<file path="src/rtl/hub_charge_pkg.sv">
// Purpose: constants and types for the hub port charging and power control block
// Assumes: 40 MHz core clock, four downstream ports
// Notes: register bit positions and timing counts live here only
//
// Summary of operation
// per-port charging enable field, four bits
// cleared enable means no charging support
// charging downstream port needs vbus, configuration, port power
// unconnected, non-automatic: hold dedicated charging mode
// divider modes only unconnected with automatic
// unconnected and enabled: assert port power
// automatic starts in highest divider, waits pull-up; register mode starts in low divider while the high divider enable is clear
// divider pull-up: power gap, alternate or dedicated
// alternate pull-up: power gap, then dedicated
// dedicated pull-up or data-detect: gap, back to divider
// cycle until upstream connects, then leave
// divider mode drives fixed level on data lines
// register mode: auto bit, divider select choose modes
// pin mode: strap enables, high divider alternation
// charging forces per-port power management
// power switching and ganged select from power register
// power enable output polarity from mode register
// slow upstream disables downstream superspeed
// full/low-speed upstream also disables high-speed
// straps latched at reset release
// serial mode pin selects memory master or slave
// power gap length is a clock count
// upstream vbus synchronised before use
package hub_charge_pkg;

  localparam int NUM_PORTS = 4;

  // register offsets
  localparam logic [7:0] POWER_SWITCH_CONFIG_ADDR = 8'h05;
  localparam logic [7:0] PORT_CHARGING_ENABLE_ADDR = 8'h06;
  localparam logic [7:0] CHARGING_MODE_CONFIG_ADDR = 8'h0A;

  // power_switch_config fields
  localparam int PER_PORT_POWER_MGMT_N_BIT = 3;
  localparam int GANGED_BIT = 2;
  localparam logic [7:0] POWER_SWITCH_CONFIG_MASK = 8'h0C;

  // port_charging_enable fields
  localparam logic [7:0] PORT_CHARGING_ENABLE_MASK = 8'h0F;

  // charging_mode_config fields
  localparam int POWER_ENABLE_POLARITY_BIT = 0;
  localparam int AUTO_CHARGE_SEL_N_BIT = 1;
  localparam int HIGH_DIVIDER_EN_BIT = 4;
  localparam int ALT_CHARGE_EN_BIT = 5;
  localparam logic [7:0] CHARGING_MODE_CONFIG_MASK = 8'h33;

  // register values during reset, before the strap load
  localparam logic [7:0] POWER_SWITCH_CONFIG_RESET = 8'h08;
  localparam logic [7:0] CHARGING_MODE_CONFIG_RESET = 8'h02;

  // power gap between charging modes
  localparam int CLOCK_MHZ = 40;
  localparam int POWER_GAP_US = 100;
  localparam int POWER_GAP_CYCLES = POWER_GAP_US * CLOCK_MHZ;
  localparam int GAP_COUNT_WIDTH = 16;

  // per-port charging behaviour
  typedef enum logic [2:0] {
    MODE_OFF,
    MODE_CDP,
    MODE_DCP,
    MODE_LOW_DIV,
    MODE_HIGH_DIV,
    MODE_ALT,
    MODE_AUTO_DCP,
    MODE_GAP
  } charge_mode_t;

endpackage

</file>
<file path="src/rtl/hub_port_charging_power_ctrl.sv">
// Purpose: per-port charging mode sequencing and port power switch control
// Assumes: inputs other than upstream_vbus are synchronous to clock
// Notes: register file is loaded from the straps right after reset release
//   gap length is the GAP_CYCLES parameter
`timescale 1ns/1ps
module hub_port_charging_power_ctrl #(
  parameter int GAP_CYCLES = hub_charge_pkg::POWER_GAP_CYCLES
) (
  // clock and reset
  input wire logic clock,
  input wire logic rst,
  // configuration register access
  input wire logic cfg_wr,
  input wire logic cfg_rd,
  input wire logic [7:0] cfg_addr,
  input wire logic [7:0] cfg_wdata,
  output logic [7:0] cfg_rdata,
  // strap pins sampled at reset release; config_memory_present is read live
  input wire logic [3:0] port_charge_en_pins,
  input wire logic auto_charge_pin_n,
  input wire logic per_port_power_mgmt_pin_n,
  input wire logic ganged_pin,
  input wire logic serial_mode_sel_n,
  input wire logic power_polarity_pin,
  input wire logic config_memory_present,
  // upstream status
  input wire logic upstream_vbus,
  input wire logic hub_configured,
  input wire logic upstream_superspeed,
  input wire logic upstream_high_speed,
  // downstream port status
  input wire logic [3:0] host_port_power,
  input wire logic [3:0] dp_pullup_seen,
  input wire logic [3:0] data_detect_voltage_seen,
  input wire logic [3:0] over_current,
  // power switch outputs
  output logic [3:0] port_power_enable_out,
  output logic [3:0] port_over_current,
  // charging mode flags
  output logic [3:0] low_divider_mode,
  output logic [3:0] high_divider_mode,
  output logic [3:0] cdp_mode,
  output logic [3:0] dcp_mode,
  output logic [3:0] alt_mode,
  // serial mode and speed limits
  output logic smbus_slave_mode,
  output logic ds_superspeed_disable,
  output logic ds_high_speed_disable
);

  // whole block state, registered as one word
  typedef struct packed {
    // configuration registers and read data
    logic [7:0] power_switch_config;
    logic [7:0] port_charging_enable;
    logic [7:0] charging_mode_config;
    logic [7:0] rdata;
    // strap copies and vbus synchroniser
    logic in_reset;
    logic [3:0] strap_charge_en;
    logic strap_auto_n;
    logic strap_serial_n;
    logic vbus_meta;
    logic vbus_sync;
    // per-port sequencer state
    hub_charge_pkg::charge_mode_t [3:0] mode;
    hub_charge_pkg::charge_mode_t [3:0] after_gap;
    logic [3:0][hub_charge_pkg::GAP_COUNT_WIDTH-1:0] gap_cnt;
    // registered outputs
    logic [3:0] power_out;
    logic [3:0] oc_out;
    logic [3:0] low_div;
    logic [3:0] high_div;
    logic [3:0] cdp;
    logic [3:0] dcp;
    logic [3:0] alt;
    logic slave_mode;
    logic ss_dis;
    logic hs_dis;
  } state_t;

  // gap counter counts down from here to zero
  localparam logic [hub_charge_pkg::GAP_COUNT_WIDTH-1:0] GAP_LOAD =
    hub_charge_pkg::GAP_COUNT_WIDTH'(GAP_CYCLES - 1);

  // registered state and its next value
  state_t state_reg;
  state_t state_next;

  // next-state logic for the whole block
  always_comb
  begin
    logic pin_mode;
    logic [3:0] charge_en;
    logic auto_on;
    logic alt_en;
    logic polarity;
    logic ganged;
    logic switching_on;
    logic [3:0] logical_power;
    hub_charge_pkg::charge_mode_t divider;
    // defaults, so every path assigns
    pin_mode = 1'b0;
    charge_en = 4'h0;
    auto_on = 1'b0;
    alt_en = 1'b0;
    polarity = 1'b0;
    ganged = 1'b0;
    switching_on = 1'b0;
    logical_power = 4'h0;
    divider = hub_charge_pkg::MODE_HIGH_DIV;
    // hold all state unless changed below
    state_next = state_reg;

    // two-stage synchroniser for upstream vbus
    state_next.vbus_meta = upstream_vbus;
    state_next.vbus_sync = state_reg.vbus_meta;

    // register writes, then strap load on the first cycle after reset
    if (cfg_wr)
    begin
      // undefined bits are masked off and read as zero
      case (cfg_addr)
        hub_charge_pkg::POWER_SWITCH_CONFIG_ADDR:
          state_next.power_switch_config = cfg_wdata & hub_charge_pkg::POWER_SWITCH_CONFIG_MASK;
        hub_charge_pkg::PORT_CHARGING_ENABLE_ADDR:
          state_next.port_charging_enable = cfg_wdata & hub_charge_pkg::PORT_CHARGING_ENABLE_MASK;
        hub_charge_pkg::CHARGING_MODE_CONFIG_ADDR:
          state_next.charging_mode_config = cfg_wdata & hub_charge_pkg::CHARGING_MODE_CONFIG_MASK;
        default:
          state_next.rdata = state_next.rdata; // unmapped writes ignored
      endcase
    end
    // a write in this same cycle loses to the strap load
    if (state_reg.in_reset)
    begin
      state_next.in_reset = 1'b0;
      state_next.strap_charge_en = port_charge_en_pins;
      state_next.strap_auto_n = auto_charge_pin_n;
      state_next.strap_serial_n = serial_mode_sel_n;
      // straps seed the registers; writes may change them later
      state_next.port_charging_enable = {4'h0, port_charge_en_pins};
      state_next.power_switch_config = 8'h00;
      state_next.power_switch_config[hub_charge_pkg::PER_PORT_POWER_MGMT_N_BIT] =
        per_port_power_mgmt_pin_n;
      state_next.power_switch_config[hub_charge_pkg::GANGED_BIT] = ganged_pin;
      state_next.charging_mode_config = 8'h00;
      state_next.charging_mode_config[hub_charge_pkg::AUTO_CHARGE_SEL_N_BIT] =
        auto_charge_pin_n;
      state_next.charging_mode_config[hub_charge_pkg::POWER_ENABLE_POLARITY_BIT] =
        power_polarity_pin;
    end

    // register reads, one cycle latency, unmapped reads give zero
    if (cfg_rd)
    begin
      // a read and write together return the old value
      case (cfg_addr)
        hub_charge_pkg::POWER_SWITCH_CONFIG_ADDR:
          state_next.rdata = state_reg.power_switch_config;
        hub_charge_pkg::PORT_CHARGING_ENABLE_ADDR:
          state_next.rdata = state_reg.port_charging_enable;
        hub_charge_pkg::CHARGING_MODE_CONFIG_ADDR:
          state_next.rdata = state_reg.charging_mode_config;
        default:
          state_next.rdata = 8'h00;
      endcase
    end

    // effective configuration: straps without memory in master mode, else registers
    state_next.slave_mode = ~state_reg.strap_serial_n;
    pin_mode = state_reg.strap_serial_n & ~config_memory_present;
    // pin mode: no alternate mode, high divider only
    if (pin_mode)
    begin
      charge_en = state_reg.strap_charge_en;
      auto_on = ~state_reg.strap_auto_n;
      divider = hub_charge_pkg::MODE_HIGH_DIV;
      alt_en = 1'b0;
    end
    else
    begin
      charge_en = state_reg.port_charging_enable[3:0];
      auto_on = ~state_reg.charging_mode_config[hub_charge_pkg::AUTO_CHARGE_SEL_N_BIT];
      divider = state_reg.charging_mode_config[hub_charge_pkg::HIGH_DIVIDER_EN_BIT] ?
        hub_charge_pkg::MODE_HIGH_DIV : hub_charge_pkg::MODE_LOW_DIV;
      alt_en = state_reg.charging_mode_config[hub_charge_pkg::ALT_CHARGE_EN_BIT];
    end
    // polarity bit serves both configuration sources
    polarity = state_reg.charging_mode_config[hub_charge_pkg::POWER_ENABLE_POLARITY_BIT];
    // charging forces per-port full power management
    ganged = state_reg.power_switch_config[hub_charge_pkg::GANGED_BIT] & ~(|charge_en);
    switching_on = ~state_reg.power_switch_config[hub_charge_pkg::PER_PORT_POWER_MGMT_N_BIT]
      | (|charge_en);

    // per-port charging mode sequencer
    for (int i = 0; i < hub_charge_pkg::NUM_PORTS; i++)
    begin
      // disabled ports ignore vbus and automatic settings
      if (!charge_en[i])
      begin
        state_next.mode[i] = hub_charge_pkg::MODE_OFF;
      end
      else if (state_reg.vbus_sync)
      begin
        // upstream present: leave the automatic sequence
        state_next.mode[i] = (hub_configured && host_port_power[i]) ?
          hub_charge_pkg::MODE_CDP : hub_charge_pkg::MODE_OFF;
      end
      else if (!auto_on)
      begin
        state_next.mode[i] = hub_charge_pkg::MODE_DCP;
      end
      else
      begin
        case (state_reg.mode[i])
          hub_charge_pkg::MODE_LOW_DIV, hub_charge_pkg::MODE_HIGH_DIV:
          begin
            // stay in the divider until DP is pulled up
            if (dp_pullup_seen[i])
            begin
              state_next.mode[i] = hub_charge_pkg::MODE_GAP;
              state_next.gap_cnt[i] = GAP_LOAD;
              state_next.after_gap[i] = alt_en ?
                hub_charge_pkg::MODE_ALT : hub_charge_pkg::MODE_AUTO_DCP;
            end
            else
            begin
              state_next.mode[i] = divider;
            end
          end
          hub_charge_pkg::MODE_ALT:
          begin
            // alternate mode also waits for a DP pull-up
            if (dp_pullup_seen[i])
            begin
              state_next.mode[i] = hub_charge_pkg::MODE_GAP;
              state_next.gap_cnt[i] = GAP_LOAD;
              state_next.after_gap[i] = hub_charge_pkg::MODE_AUTO_DCP;
            end
          end
          hub_charge_pkg::MODE_AUTO_DCP:
          begin
            // pull-up or data-detect voltage ends dedicated mode
            if (dp_pullup_seen[i] || data_detect_voltage_seen[i])
            begin
              state_next.mode[i] = hub_charge_pkg::MODE_GAP;
              state_next.gap_cnt[i] = GAP_LOAD;
              state_next.after_gap[i] = divider;
            end
          end
          hub_charge_pkg::MODE_GAP:
          begin
            // power held off until the gap count runs out
            // loaded with one less than the gap length
            if (state_reg.gap_cnt[i] == '0)
            begin
              state_next.mode[i] = state_reg.after_gap[i];
            end
            else
            begin
              state_next.gap_cnt[i] = state_reg.gap_cnt[i] - 1'b1;
            end
          end
          default:
          begin
            // entering automatic operation starts in the selected divider: high in pin mode, else high or low per the high divider enable
            state_next.mode[i] = divider;
          end
        endcase
      end
    end

    // logical power per port, then polarity
    for (int i = 0; i < hub_charge_pkg::NUM_PORTS; i++)
    begin
      if (charge_en[i])
      begin
        // charging ports are off only when off or in a gap
        logical_power[i] = (state_next.mode[i] != hub_charge_pkg::MODE_OFF) &&
          (state_next.mode[i] != hub_charge_pkg::MODE_GAP);
      end
      else if (!switching_on)
      begin
        logical_power[i] = 1'b1; // no power switching: supply left on
      end
      else if (ganged)
      begin
        logical_power[i] = |host_port_power;
      end
      else
      begin
        logical_power[i] = host_port_power[i];
      end
      // over-current follows the same ganged choice
      state_next.oc_out[i] = ganged ? |over_current : over_current[i];
      state_next.power_out[i] = polarity ? logical_power[i] : ~logical_power[i];
      // flags decode the next mode, aligned with power
      state_next.low_div[i] = state_next.mode[i] == hub_charge_pkg::MODE_LOW_DIV;
      state_next.high_div[i] = state_next.mode[i] == hub_charge_pkg::MODE_HIGH_DIV;
      state_next.cdp[i] = state_next.mode[i] == hub_charge_pkg::MODE_CDP;
      state_next.dcp[i] = (state_next.mode[i] == hub_charge_pkg::MODE_DCP) ||
        (state_next.mode[i] == hub_charge_pkg::MODE_AUTO_DCP);
      state_next.alt[i] = state_next.mode[i] == hub_charge_pkg::MODE_ALT;
    end

    // downstream speed limits follow the upstream connection
    // registered, one cycle behind the speed inputs
    state_next.ss_dis = ~upstream_superspeed;
    state_next.hs_dis = ~upstream_superspeed & ~upstream_high_speed;
  end

  // state register
  always_ff @(posedge clock)
  begin
    if (rst)
    begin
      // outputs low; straps load on the first edge after release
      state_reg <= '0;
      state_reg.in_reset <= 1'b1;
      state_reg.strap_serial_n <= 1'b1;
      state_reg.power_switch_config <= hub_charge_pkg::POWER_SWITCH_CONFIG_RESET;
      state_reg.charging_mode_config <= hub_charge_pkg::CHARGING_MODE_CONFIG_RESET;
    end
    else
    begin
      state_reg <= state_next;
    end
  end

  // outputs come straight from the state register
  // so no output glitches on input changes
  assign cfg_rdata = state_reg.rdata;
  assign port_power_enable_out = state_reg.power_out;
  assign port_over_current = state_reg.oc_out;
  assign low_divider_mode = state_reg.low_div;
  assign high_divider_mode = state_reg.high_div;
  assign cdp_mode = state_reg.cdp;
  assign dcp_mode = state_reg.dcp;
  assign alt_mode = state_reg.alt;
  assign smbus_slave_mode = state_reg.slave_mode;
  assign ds_superspeed_disable = state_reg.ss_dis;
  assign ds_high_speed_disable = state_reg.hs_dis;

endmodule // hub_port_charging_power_ctrl
</file>
<file path="config.mk">
export PLATFORM = sky130hd
export DESIGN_NAME = hub_port_charging_power_ctrl
export DESIGN_NICKNAME = d
export VERILOG_FILES = /design/src/rtl/hub_charge_pkg.sv /design/src/rtl/hub_port_charging_power_ctrl.sv
export SDC_FILE = /design/constraint.sdc
export NUM_CORES = 1
export LEC_CHECK = 0
export BUFFER_PORTS_ARGS = -buffer_cell sky130_fd_sc_hd__buf_2
export CAP_MARGIN = 20
export CORE_MARGIN = 4
export CORE_UTILIZATION = 58
export DETAILED_ROUTE_END_ITERATION = 12
export PLACE_DENSITY = 0.77
export SYNTH_ARGS = -nofsm -noshare
export SYNTH_HDL_FRONTEND = slang
export SYNTH_SLANG_ARGS = --single-unit
</file>
<file path="constraint.sdc">
create_clock -name clock -period 3.54 [get_ports clock]
set_input_delay 0.354 -clock clock [delete_from_list [all_inputs] [get_ports clock]]
set_output_delay 0.354 -clock clock [all_outputs]
set_load 0.01 [all_outputs]
</file>
Word level (Yosys, flattened, before mapping):

Index checks and enable logic that the tools add are counted.

* flip-flop bits (word level): 146
* latch bits: 0
* memory bits (writable): 0
* bits in read-only memories: 0
* input port bits: 50
* word-level logic and storage cells: 286
* memories kept: 0

* add/subtract/negate cells: 4
* multiply operators: 0
* divide/modulo/power cells: 0
* magnitude comparators: 0
* eq/ne operators: 71
* shift-type cells: 0
* mux-type cells: 101
* bitwise logic cells: 17
* reduce and logical (&&, ||, !) cells: 60

Operator list (number)
* $mux 16: 12
* $pmux 16 s3: 4
* $mux 3: 42
* $eq 3x3->1 const B: 28
* $logic_not 16->1: 4
* $sub 16x1->16 const B: 4
* $reduce_and 7->1: 8
* $pmux 3 s4: 4
* $eq 3x2->1 const B: 12
* $pmux 3 s3: 4
* $reduce_bool 3->1: 12
* $ne 2x2->1 const B: 16
* $mux 28: 1
* $mux 1: 26
* $mux 20: 1
* $pmux 6 s3: 1
* $eq 8x3->1 const B: 2
* $not 1->1: 13
* $eq 3x1->1 const B: 4
* $mux 4: 3
* $ne 3x3->1 const B: 4
* $reduce_or 3->1: 4
* $reduce_or 4->1: 3
* $reduce_or 2->1: 5
* 11 further kinds: 36

Logic depth before layout (Yosys ltp):

Gate-level depths: netlist (run 1).

* depth in word-level cells: 13
* gate-level depth with buffers: 10
* depth with buffers taken out: 9

Worst setup path after synthesis (run 1):

Ideal clock, no wire load.

* path type: flip-flop to flip-flop
* from: register state_reg[82] (netlist name)
* to: register state_reg, in the netlist port_power_enable_out[3]
* library setup time: 72 ps
* arrival: 2406 ps
* data required time: 3468 ps
* slack: 1063 ps
* stages on the path, launching flop included: 9
* clock period less this slack: 2477 ps
* path through: dfxtp_1 > or4_4 > or4_1 > buf_2 > o31a_1 > o31ai_4 > nand2_2 > o311ai_2 > mux2i_1

* cells in the longest elaborated chain, start to end: 11

Ends and longest elaborated chain
* from (decl): line hub_port_charging_power_ctrl.sv:87 `state_t state_reg;`
* from (signal assigned): line hub_port_charging_power_ctrl.sv:327 `state_reg <= state_next;`
* $logic_not 16->1 *: line hub_port_charging_power_ctrl.sv:256 `if (state_reg.gap_cnt[i] == '0)`
* $mux 3 *: line hub_port_charging_power_ctrl.sv:256
* $pmux 3 s4 *: line hub_port_charging_power_ctrl.sv:216 `case (state_reg.mode[i])`
* $mux 3 *: line hub_port_charging_power_ctrl.sv:210 `else if (!auto_on)`
* $mux 3 *: line hub_port_charging_power_ctrl.sv:204 `else if (state_reg.vbus_sync)`
* $mux 3 *: line hub_port_charging_power_ctrl.sv:200 `if (!charge_en[i])`
* $ne 3x3->1 / $reduce_bool 3->1 (equally long branches): line hub_port_charging_power_ctrl.sv:281, hub_port_charging_power_ctrl.sv:280
* $logic_and 1x1->1 *: line hub_port_charging_power_ctrl.sv:280 `logical_power[i] = (state_next.mode[i] != hub_charge_pkg::MODE_OFF) &&`
* $mux 1 *: line hub_port_charging_power_ctrl.sv:277 `if (charge_en[i])`
* $not 1->1: line hub_port_charging_power_ctrl.sv:297 `state_next.power_out[i] = polarity ? logical_power[i] : ~logical_power[i];`
* $mux 1 *: line hub_port_charging_power_ctrl.sv:297

Mark *: on every way between the ends. The rest lies on a longest branch, timed or not.
A chain may end at the register's enable or synchronous reset.

Worst setup path after layout (run 1):

* from: register state_reg[53] (netlist name)
* to: register state_reg, in the netlist port_power_enable_out[1]

The elaborated chain is that of the path after synthesis.

==> results of run 1 <==
-- cell families after synthesis --
logic type | Yosys count
and+or+nand+nor | 346
DFF | 144
buffers and inverters | 100
adders and majority gates | 8
other | 1
muxes | 26
AOI/OAI and AO/OA | 190
xor gates and xnor gates | 52
-- metrics by stage --
step | util, % | setup WS (ps) | instance area (um2)
3_5_place_dp | 62.3 | 634 | 7540
4_1_cts | 67.8 | 689 | 8210
2_1_floorplan | - | 1060 | 7250
6_report | 67.8 | 694 | 8210
3_3_place_gp | 62.3 | 671 | 7540
5_1_grt | 67.8 | 495 | 8210
-- power groups by stage --
stage	registers [W]	logic, W	clock network (W)
global placement	0.00172	0.000251	0
finish	0.00168	0.000257	0.00198
global route	0.00169	0.000286	0.00209
floorplan	0.00170	0.000195	0
detailed placement	0.00172	0.000255	0
CTS	0.00168	0.000257	0.00201
-- metal layers --
metal | track usage [%] | vias to the layer above | part of all wire (%)
met5 | 0 | - | 0
met4 | 8.23 | 0 | 1.2
met3 | 5.94 | 18 | 5.7
met2 | 38.5 | 189 | 48
met1 | 30.2 | 2929 | 45
li1 | - | 3123 | -
-- worst min path at each step --
stage | startpoint | endpoint | cells after the start
after floorplan | rst | state_reg[127] | 0
after global placement | state_next[119] | state_reg[119] | 1
after detailed placement | state_next[119] | state_reg[119] | 1
after CTS | upstream_high_speed | ds_high_speed_disable | 2
after global routing | upstream_high_speed | ds_high_speed_disable | 2
final | upstream_high_speed | ds_high_speed_disable | 2
-- synthesized netlist by cell type, types with 5 or more instances --
library cell	instances
sky130_fd_sc_hd__o21ai_0	27
sky130_fd_sc_hd__or4_1	5
sky130_fd_sc_hd__buf_4	36
sky130_fd_sc_hd__o22ai_1	6
sky130_fd_sc_hd__ha_1	8
sky130_fd_sc_hd__nor2b_1	18
sky130_fd_sc_hd__nor3b_1	7
sky130_fd_sc_hd__or2_2	5
sky130_fd_sc_hd__nand2b_1	16
sky130_fd_sc_hd__xor2_1	25
sky130_fd_sc_hd__mux2i_1	22
sky130_fd_sc_hd__nor3_1	35
sky130_fd_sc_hd__and2_1	6
sky130_fd_sc_hd__a211oi_1	7
sky130_fd_sc_hd__nand4_1	9
sky130_fd_sc_hd__o21a_1	7
sky130_fd_sc_hd__xnor2_1	27
sky130_fd_sc_hd__nor4_1	21
sky130_fd_sc_hd__nor2_1	115
sky130_fd_sc_hd__inv_1	26
sky130_fd_sc_hd__and3_1	5
sky130_fd_sc_hd__nand3b_1	6
sky130_fd_sc_hd__dfxtp_1	144
sky130_fd_sc_hd__nand2_1	52
sky130_fd_sc_hd__clkbuf_1	30
sky130_fd_sc_hd__or3_1	7
sky130_fd_sc_hd__nand3_1	19
sky130_fd_sc_hd__a21oi_1	83
-- layout make-up --
type	instances	area, um2
Tap cell	168	210
Timing Repair Buffer	93	500
Clock buffer	23	488
Fill cell	1039	3910
Sequential cell	144	2880
Clock inverter	9	178
Inverter	26	97.6
Multi-Input combinational cell	624	3850
==> run summary, run 1 <==
• die width: 120 um
• NetSw: 0.000843 W
• ys flop type: sky130_fd_sc_hd__dfxtp_1
• destination of the critical timing path: port_power_enable_out[1]
• static leakage: 3.25 nW
• xor-xnor portion of the synthesized cell area: 6.29%
• pin count of the biggest net entering global routing: 62
• max-cap check violation count: 0
• part of the total power dissipated in combinational logic: 6.5%
• Sum Neg Setup Slack: 0 ps
• count of flip-flops with a built-in enable after synthesis: 0
• Clock Path Buffers: 2
• total global routing overflow: 0
• Net Sw Frac: 21.5%
• post-CTS clock slew at the launch and capture registers of the worst setup and hold paths: 60 ps
• count of yosys warnings during synthesis: 0
• fraction of the cycle the final worst path needs: 80.4%
• clock power share: 50.6%
• top area cells in the synthesized netlist: sky130_fd_sc_hd__dfxtp_1 (40%), sky130_fd_sc_hd__nor2_1 (6.0%), sky130_fd_sc_hd__a21oi_1 (5.7%), sky130_fd_sc_hd__buf_4 (3.7%), sky130_fd_sc_hd__xnor2_1 (3.3%)
• vias in the first global route: 6,043
• number of flip-flops under the largest register name: 106
• number of placed I/O pins: 89
• via/cell ratio: 5.76
• post-synthesis mux area share: 3.66%
• hold buffer count at cts: 0
• post-route antenna net violation count: 0
• row count: 40
• largest family of logic cells by synthesized area: simple AND/OR/NAND/NOR gates
• Std-Cell Core Area: 12,100 um2
• total power after layout: 0.00393 W
• total vias in the final route: 6,259
• Startpoint Class: flop
• crit path buf inv count: 0
• arrival time worst endpoint: 3190 ps
• final RePlAce weighted congestion: 0.955
• HPWL Detailed: 11.3 mm
• launch point of the worst reg-to-reg path: state_reg[53]
• synthesized area: 7240 um2
• Max rail drop VDD: 330 uV
• share of flip-flops with an asynchronous set or reset: 0%
• average cell area after synthesis: 8.36 um2
• class of the most critical setup path: flop to flop
• adder-cell area share of the yosys netlist: 1.38%
• Yosys top cell by area: sky130_fd_sc_hd__dfxtp_1
• share of the synthesized area in the top cell type: 39.8%
• Detailed Route Iter0 Violations: 383
• share of synthesized area occupied by flip-flops and latches: 39.8%
• TritonCTS clock tree: built
• RSZ-0062 raised after global routing: false
• count of buffers added by post-CTS timing repair for setup: 0
• sequential share of power: 42.9%
• Data required, critical path: 3890 ps
• P&R area growth vs syn: 13.3%
• initial standard-cell utilization of the core: 59.8%
• synthesized netlist cell count: 867
• critical path fanouts, max: 7
• clock sink count: 144
• input/output buffers: 84
• net count of the finished layout: 964
• sort of element at the end of the critical path: flop
• final critical-path required period: 2850 ps
• total wire length: 16.3 mm
• total number of cells along the worst setup path: 7
• clock latency at the later pin of the worst-skew pair: 420 ps
• H-tree depth reported by CTS: 4
• CTS resizes: 0
• number of buffers inserted during clock tree synthesis: 17
• highest-count cells in the layout ignoring fill and taps: sky130_fd_sc_hd__dfxtp_1 (144), sky130_fd_sc_hd__nor2_1 (115), sky130_fd_sc_hd__buf_2 (84)
• average routed wire per standard cell: 15.0 um
• count of antenna diodes in the layout: 0
• setup slack on the worst flop-to-flop path: 690 ps
• proportion of layout cells with a drive suffix above 1: 16.1%
• post-synthesis register bit count: 144
• slew at the pin closest to its max-slew limit: 879 ps
• total count of hold-check failures in the final report: 0
• worst min-delay path category: input pin to flop
• Power Density: 478 nW/um2
• max-slew violation count: 0
• outcome: completed
• internal power contribution: 0.00308 W
• compound-gate portion of the synthesized area: 17.2%
• Post-Route Hold Slack: 107 ps
• Cell Count Post-Placement: 1,055
• Layout Skew: 6.95 ps
• endpoint of the lowest-slack register-to-register path: port_power_enable_out[1]
• root buffer cell: sky130_fd_sc_hd__clkbuf_16
• first-pass GRT wire length: 27.9 mm
• Critical path origin: state_reg[53]
• die outline area: 14,300 um2
• f_max: 0.351 GHz
• antenna violations before repair: 0
• cell family with the largest share of critical-path delay: simple AND/OR/NAND/NOR gates
• Worst slew margin: 41.3%
• standard cell with the maximum stage delay on the critical path: sky130_fd_sc_hd__or4_1
• Die H: 120 um
• max incr delay on CP: 690 ps
• synth unique cells: 74
• critical path, cell by cell: or4_1 -> nor4b_2 -> nand3_1 -> o221ai_1 -> nor3_1 -> a41oi_1 -> mux2i_1
• Finish-stage setup viols: 0
• number of cells on the worst reg-to-reg path: 7
• non-filler cells in the finished layout: 1,087
• commonest non-fill, non-tap cell in the layout: sky130_fd_sc_hd__dfxtp_1
• number of DRC violations after detailed routing: 0
• global-route usage over all layers: 23.5%
• number of search-and-repair iterations in the first detailed-routing pass: 6
• area share of and/or/nand/nor cells after synthesis: 24.5%
Note: power is estimated with default switching activity, not from simulation.
==> run 2, diff against run 1 <==
--- a/config.mk
+++ b/config.mk
@@ -5,10 +5,11 @@
 export SDC_FILE = /design/constraint.sdc
 export NUM_CORES = 1
 export LEC_CHECK = 0
+export ABC_AREA = 1
 export BUFFER_PORTS_ARGS = -buffer_cell sky130_fd_sc_hd__buf_2
 export CAP_MARGIN = 20
 export CORE_MARGIN = 4
-export CORE_UTILIZATION = 58
+export CORE_UTILIZATION = 59
 export DETAILED_ROUTE_END_ITERATION = 12
 export PLACE_DENSITY = 0.77
 export SYNTH_ARGS = -nofsm -noshare
==> constraint.sdc (replaced) <==
create_clock -name clock -period 2.8 [get_ports clock]
set_input_delay 0.28 -clock clock [delete_from_list [all_inputs] [get_ports clock]]
set_output_delay 0.28 -clock clock [all_outputs]
set_load 0.01 [all_outputs]
==> run 2 against run 1 <==
Effect of this change: sequential power rose by 27%; synthesized cell count rose by 35%; flip-flop and latch count did not move.
==> run summary, run 2 <==
• area share of and/or/nand/nor cells after synthesis: 32.7%
• endpoint of the lowest-slack register-to-register path: state_reg[54]
• post-synthesis register bit count: 144
• destination of the critical timing path: state_reg[54]
• total power after layout: 0.00505 W
• largest family of logic cells by synthesized area: simple AND/OR/NAND/NOR gates
• commonest non-fill, non-tap cell in the layout: sky130_fd_sc_hd__nand2_1
• input/output buffers: 84
• Power Density: 580 nW/um2
• Data required, critical path: 3090 ps
• count of buffers added by post-CTS timing repair for setup: 0
• part of the total power dissipated in combinational logic: 9.4%
• share of synthesized area occupied by flip-flops and latches: 37.3%
• sequential share of power: 42.3%
• total vias in the final route: 7,471
• vias in the first global route: 7,004
• post-CTS clock slew at the launch and capture registers of the worst setup and hold paths: 60 ps
• critical path fanouts, max: 12
• via/cell ratio: 5.31
• wire length on met1: 8.29 mm
• Post-Route Hold Slack: 29.0 ps
• clock sink count: 144
• total wire length: 18.3 mm
• row count: 41
• max incr delay on CP: 370 ps
• Worst slew margin: 50.7%
• net count of the finished layout: 1,281
• Clock Path Buffers: 2
• average routed wire per standard cell: 13.0 um
• pin count of the biggest net entering global routing: 95
• clock power share: 48.4%
• top area cells in the synthesized netlist: sky130_fd_sc_hd__dfxtp_1 (37%), sky130_fd_sc_hd__nand2_1 (12%), sky130_fd_sc_hd__nor2_1 (8.8%), sky130_fd_sc_hd__inv_1 (6.9%), sky130_fd_sc_hd__a21oi_1 (6.9%)
• max-cap check violation count: 0
• die outline area: 15,000 um2
• worst hold stages: 2
• area of the multi-input gates: 3910 um2
• count of flip-flops with a built-in enable after synthesis: 0
• top post-synthesis cells by count: sky130_fd_sc_hd__nand2_1 (248), sky130_fd_sc_hd__nor2_1 (181), sky130_fd_sc_hd__dfxtp_1 (144)
• post-route core utilization: 68.5%
• highest-count cells in the layout ignoring fill and taps: sky130_fd_sc_hd__nand2_1 (248), sky130_fd_sc_hd__nor2_1 (181), sky130_fd_sc_hd__dfxtp_1 (144)
• # fillers: 1,175
• static leakage: 4.18 nW
• root buffer cell: sky130_fd_sc_hd__clkbuf_16
• Yosys top cell by area: sky130_fd_sc_hd__dfxtp_1
• standard cell with the maximum stage delay on the critical path: sky130_fd_sc_hd__dfxtp_1
• Net Sw Frac: 23.5%
• setup slack on the worst flop-to-flop path: 440 ps
• Layout Skew: 8.70 ps
• Sequential cell area: 2880 um2
• total count of hold-check failures in the final report: 0
• Finish-stage setup viols: 0
• global-route usage over all layers: 25.1%
• slew at the pin closest to its max-slew limit: 739 ps
• RSZ-0062 raised after global routing: false
• standard cell area after detailed placement: 8060 um2
• share of flip-flops with an asynchronous set or reset: 0%
• adder-cell area share of the yosys netlist: 1.30%
• initial standard-cell utilization of the core: 60.7%
• max-slew violation count: 0
• ys flop type: sky130_fd_sc_hd__dfxtp_1
• count of yosys warnings during synthesis: 0
• Die H: 122 um
• average cell area after synthesis: 6.60 um2
• arrival time worst endpoint: 2650 ps
• wire length on met2: 8.59 mm
• synthesized netlist cell count: 1,169
• final instance area: 8720 um2
• final RePlAce weighted congestion: 0.908
• Detailed Route Iter0 Violations: 534
• die width: 122 um
• HPWL Detailed: 12.9 mm
• synth unique cells: 41
• proportion of layout cells with a drive suffix above 1: 12.4%
• critical path, cell by cell: nand2_2 -> nand2_1 -> o21ai_2 -> inv_1 -> nand2_1 -> nor3_2 -> nand2_2 -> inv_2 -> nand4_1 -> nor2_1 -> nand2_1 -> nand2_1 -> a21oi_1
• Met3 Routed Length: 1.01 mm
• CTS resizes: 0
• number of flip-flops under the largest register name: 106
• Startpoint Class: flop
• internal power contribution: 0.00387 W
• final critical-path required period: 2360 ps
• Std-Cell Core Area: 12,700 um2
• class of the most critical setup path: flop to flop
• post-route antenna net violation count: 0
• TritonCTS clock tree: built
• H-tree depth reported by CTS: 4
• hold buffer count at cts: 0
• Sum Neg Setup Slack: 0 ps
• fraction of the cycle the final worst path needs: 84.3%
• Max rail drop VDD: 469 uV
• cell with the most instances on the worst path: sky130_fd_sc_hd__nand2_1
• number of cells on the worst reg-to-reg path: 13
• number of buffers inserted during clock tree synthesis: 17
• P&R area growth vs syn: 12.9%
• launch point of the worst reg-to-reg path: state_reg[121]
• f_max: 0.424 GHz
• sort of element at the end of the critical path: flop
• number of search-and-repair iterations in the first detailed-routing pass: 6
• antenna violations before repair: 0
• worst min-delay path category: input pin to flop
• total global routing overflow: 0
• Critical path origin: state_reg[121]
• most numerous cell in the Yosys netlist: sky130_fd_sc_hd__nand2_1
• compound-gate portion of the synthesized area: 13.7%
• highest metal layer used by the detailed router: met4
• synthesized area: 7720 um2
• number of DRC violations after detailed routing: 0
• xor-xnor portion of the synthesized cell area: 2.84%
• share of the synthesized area in the top cell type: 37.3%
• NetSw: 0.00119 W
• clock latency at the later pin of the worst-skew pair: 420 ps
• post-synthesis mux area share: 0%
• first-pass GRT wire length: 30.7 mm
• count of antenna diodes in the layout: 0
• number of placed I/O pins: 89
• outcome: completed
==> run 2: kinds of logic (layout without fill, tap and decap cells) <==
| group | count (synthesis) | count (layout) |
|---|---|---|
| AOI/OAI and AO/OA | 196 | 196 |
| xor gates and xnor gates | 25 | 25 |
| adders and majority gates | 8 | 8 |
| buffers and inverters | 209 | 274 |
| DFF | 144 | 144 |
| other | 1 | 2 |
| and+or+nand+nor | 586 | 586 |
==> run 2: routing by layer <==
metal,track usage [%],vias to the layer above
met1,32.0,3374
met2,41.5,197
met5,0,-
li1,-,3866
met4,9.45,0
met3,5.71,34
==> run 2: power by group through the flow <==
stage / clock (W) / sequential, W / combinational, W
4_1_cts: 0.00248 / 0.00214 / 0.000470
3_5_place_dp: 0 / 0.00218 / 0.000462
3_3_place_gp: 0 / 0.00218 / 0.000456
2_1_floorplan: 0 / 0.00217 / 0.000355
5_1_grt: 0.00256 / 0.00214 / 0.000538
6_report: 0.00244 / 0.00214 / 0.000474
==> run 2: worst min-delay path by stage <==
stage,startpoint,endpoint
2_1_floorplan,rst,state_reg[127]
3_3_place_gp,state_next[119],state_reg[119]
6_report,upstream_superspeed,ds_superspeed_disable
5_1_grt,upstream_superspeed,ds_superspeed_disable
3_5_place_dp,state_next[119],state_reg[119]
4_1_cts,upstream_high_speed,ds_high_speed_disable
==> run 2: area by class of cell <==
cell class	instances	share of cell area, %
clock inverter	9	1.77
multi-input combinational	817	44.8
sequential	144	33.1
tap	172	2.47
timing repair buffer	93	5.77
clock buffer	22	5.67
inverter	150	6.46
==> run 2: through the flow <==
stage / instances / worst slack, ps
CTS: 1406 / 441
detailed placement: 1375 / 420
floorplan: 1170 / 1030
finish: 1407 / 439
global placement: 1375 / 435
global route: 1407 / 155
==> run 2: critical path, delay by kind of cell, from the launching register on <==
kind | cells | cell delay [ps]
compound gates | 2 | 170
simple gates | 9 | 1240
flops | 1 | 370
buf+inv | 2 | 430
==> run 3, diff against run 2 <==
==> constraint.sdc (replaced) <==
create_clock -name clock -period 2.2 [get_ports clock]
set_input_delay 0.22 -clock clock [delete_from_list [all_inputs] [get_ports clock]]
set_output_delay 0.22 -clock clock [all_outputs]
set_load 0.01 [all_outputs]
==> run 3 against run 2 <==
Effect of this change: clock skew is 2.6 ps lower; sequential share of layout area is 0.67 points lower; sequential power is 27% higher; clock power is 12% higher; via count is 1.1% higher; worst setup slack worse by 270 ps; combinational power is 34% higher; largest cell class unchanged; largest power group unchanged; highest routed layer is now met5.
==> run summary, run 3 (synthesis results as in run 2) <==
• first-pass GRT wire length: 30.6 mm
• clock sink count: 144
• post-CTS clock slew at the launch and capture registers of the worst setup and hold paths: 60 ps
• critical path fanouts, max: 14
• final RePlAce weighted congestion: 0.924
• post-route core utilization: 69.9%
• Finish-stage setup viols: 0
• Std-Cell Core Area: 12,700 um2
• total global routing overflow: 0
• number of DRC violations after detailed routing: 0
• Die H: 122 um
• TritonCTS clock tree: built
• number of cells on the worst reg-to-reg path: 14
• sort of element at the end of the critical path: flop
• die width: 122 um
• class of the most critical setup path: flop to flop
• H-tree depth reported by CTS: 4
• # fillers: 1,129
• worst hold stages: 3
• final critical-path required period: 2030 ps
• slew at the pin closest to its max-slew limit: 677 ps
• outcome: completed
• post-route antenna net violation count: 0
• total vias in the final route: 7,551
• worst min-delay path category: input pin to flop
• proportion of layout cells with a drive suffix above 1: 14.9%
• Detailed Route Iter0 Violations: 530
• row count: 41
• Clock Path Buffers: 2
• HPWL Detailed: 13.0 mm
• end point of the most critical hold path: state_reg[155]
• initial standard-cell utilization of the core: 60.7%
• arrival time worst endpoint: 2340 ps
• endpoint of the lowest-slack register-to-register path: port_power_enable_out[2]
• via/cell ratio: 5.28
• Data required, critical path: 2510 ps
• commonest non-fill, non-tap cell in the layout: sky130_fd_sc_hd__nand2_1
• setup slack on the worst flop-to-flop path: 170 ps
• number of buffers inserted during clock tree synthesis: 17
• count of antenna diodes in the layout: 0
• Startpoint Class: flop
• Power Density: 684 nW/um2
• antenna violations before repair: 1
• P&R area growth vs syn: 15.3%
• static leakage: 4.26 nW
• Placement Setup Slack: 90.3 ps
• total wire length: 18.3 mm
• clock latency at the later pin of the worst-skew pair: 430 ps
• highest-count cells in the layout ignoring fill and taps: sky130_fd_sc_hd__nand2_1 (246), sky130_fd_sc_hd__nor2_1 (172), sky130_fd_sc_hd__dfxtp_1 (144)
• die outline area: 15,000 um2
• max-slew violation count: 0
• Final Worst Setup Slack: 165 ps
• Layout Skew: 6.11 ps
• number of placed I/O pins: 89
• Sum Neg Setup Slack: 0 ps
• number of flip-flops under the largest register name: 106
• Max rail drop VDD: 598 uV
• f_max: 0.491 GHz
• pin count of the biggest net entering global routing: 95
• RSZ-0062 raised after global routing: true
• vias in the first global route: 6,903
• root buffer cell: sky130_fd_sc_hd__clkbuf_16
• input/output buffers: 84
• Worst slew margin: 54.3%
• total count of hold-check failures in the final report: 0
• Worst Min Path Start: per_port_power_mgmt_pin_n
• fraction of the cycle the final worst path needs: 92.5%
• net count of the finished layout: 1,303
• area of the multi-input gates: 3990 um2
• Sequential cell area: 2880 um2
• launch point of the worst reg-to-reg path: state_reg[121]
• max-cap check violation count: 0
• average routed wire per standard cell: 12.8 um
• number of search-and-repair iterations in the first detailed-routing pass: 5
• global-route usage over all layers: 25.0%
-- run 3: changes by cell type in the layout (fill, tap and decap cells not counted), moves of 3 or more --
| cell | previous run | this run |
|---|---|---|
| sky130_fd_sc_hd__buf_4 | 7 | 25 |
| sky130_fd_sc_hd__bufinv_16 | 4 | 1 |
| sky130_fd_sc_hd__clkinvlp_4 | 2 | 5 |
| sky130_fd_sc_hd__dlygate4sd3_1 | 1 | 5 |
| sky130_fd_sc_hd__nor2_1 | 181 | 172 |
| sky130_fd_sc_hd__nor2_2 | 6 | 13 |
-- run 3: layout make-up --
class	count	area share, %
Sequential cell	144	32.4
Clock inverter	9	0.928
Multi-Input combinational cell	817	44.8
Timing Repair Buffer	115	7.62
Tap cell	172	2.42
Clock buffer	23	5.49
Inverter	150	6.33
-- run 3: through the flow --
stage | area, um2 | hold WS, ps | cells | total power, W
after floorplan | 7720 | 248 | 1170 | 0.00321
after global placement | 8180 | 381 | 1391 | 0.00337
after detailed placement | 8180 | 385 | 1391 | 0.00337
after CTS | 8800 | 5.44 | 1428 | 0.00612
after global routing | 8900 | 26.5 | 1430 | 0.00635
final | 8900 | 21.7 | 1430 | 0.00609
-- run 3: metal layers --
metal / wire length, um / GRT usage (%)
met1: 8370 / 32.4
met2: 8410 / 40.9
met3: 1070 / 5.94
met4: 400 / 9.03
met5: 19 / 0
-- run 3: report_power, final --
| group | leakage, nW | internal [W] | total [W] | switching (W) |
|---|---|---|---|---|
| logic | 2.82 | 0.000230 | 0.000635 | 0.000406 |
| clock network | 0.267 | 0.00167 | 0.00273 | 0.00107 |
| registers | 1.17 | 0.00268 | 0.00272 | 0.0000413 |
| total | 4.26 | 0.00457 | 0.00609 | 0.00152 |
-- run 3: repair_timing --
action / in CTS / in global routing
setup buffers: 0 / 2
hold buffers: 5 / 0
hold endpoints to repair: 4 / 0
setup endpoints to repair: 0 / 32
resized for setup: 0 / 24
-- run 3: worst max-delay path, cell delays in order, from the launching register on --
cell                      delay, ps
sky130_fd_sc_hd__dfxtp_1        390
sky130_fd_sc_hd__nand2_4        140
sky130_fd_sc_hd__nand2_1         90
sky130_fd_sc_hd__buf_4          200
sky130_fd_sc_hd__nand2_1         90
sky130_fd_sc_hd__a21oi_1        150
sky130_fd_sc_hd__nand3_1         80
sky130_fd_sc_hd__nand2_1        180
sky130_fd_sc_hd__inv_1          120
sky130_fd_sc_hd__nand4_1         90
sky130_fd_sc_hd__nand2_1         90
sky130_fd_sc_hd__nand2_1         90
sky130_fd_sc_hd__nand3_1         80
sky130_fd_sc_hd__nand2_1         70
sky130_fd_sc_hd__nor2_1          50
-- run 3: worst max-delay path by stage --
stage,start,endpoint,cells past startpoint
detailed placement,config_memory_present,state_reg[75],13
global route,state_reg[121],state_reg[43],10
CTS,state_reg[121],state_reg[91],15
finish,state_reg[121],port_power_enable_out[2],14
floorplan,state_reg[121],state_reg[54],14
global placement,config_memory_present,state_reg[75],13
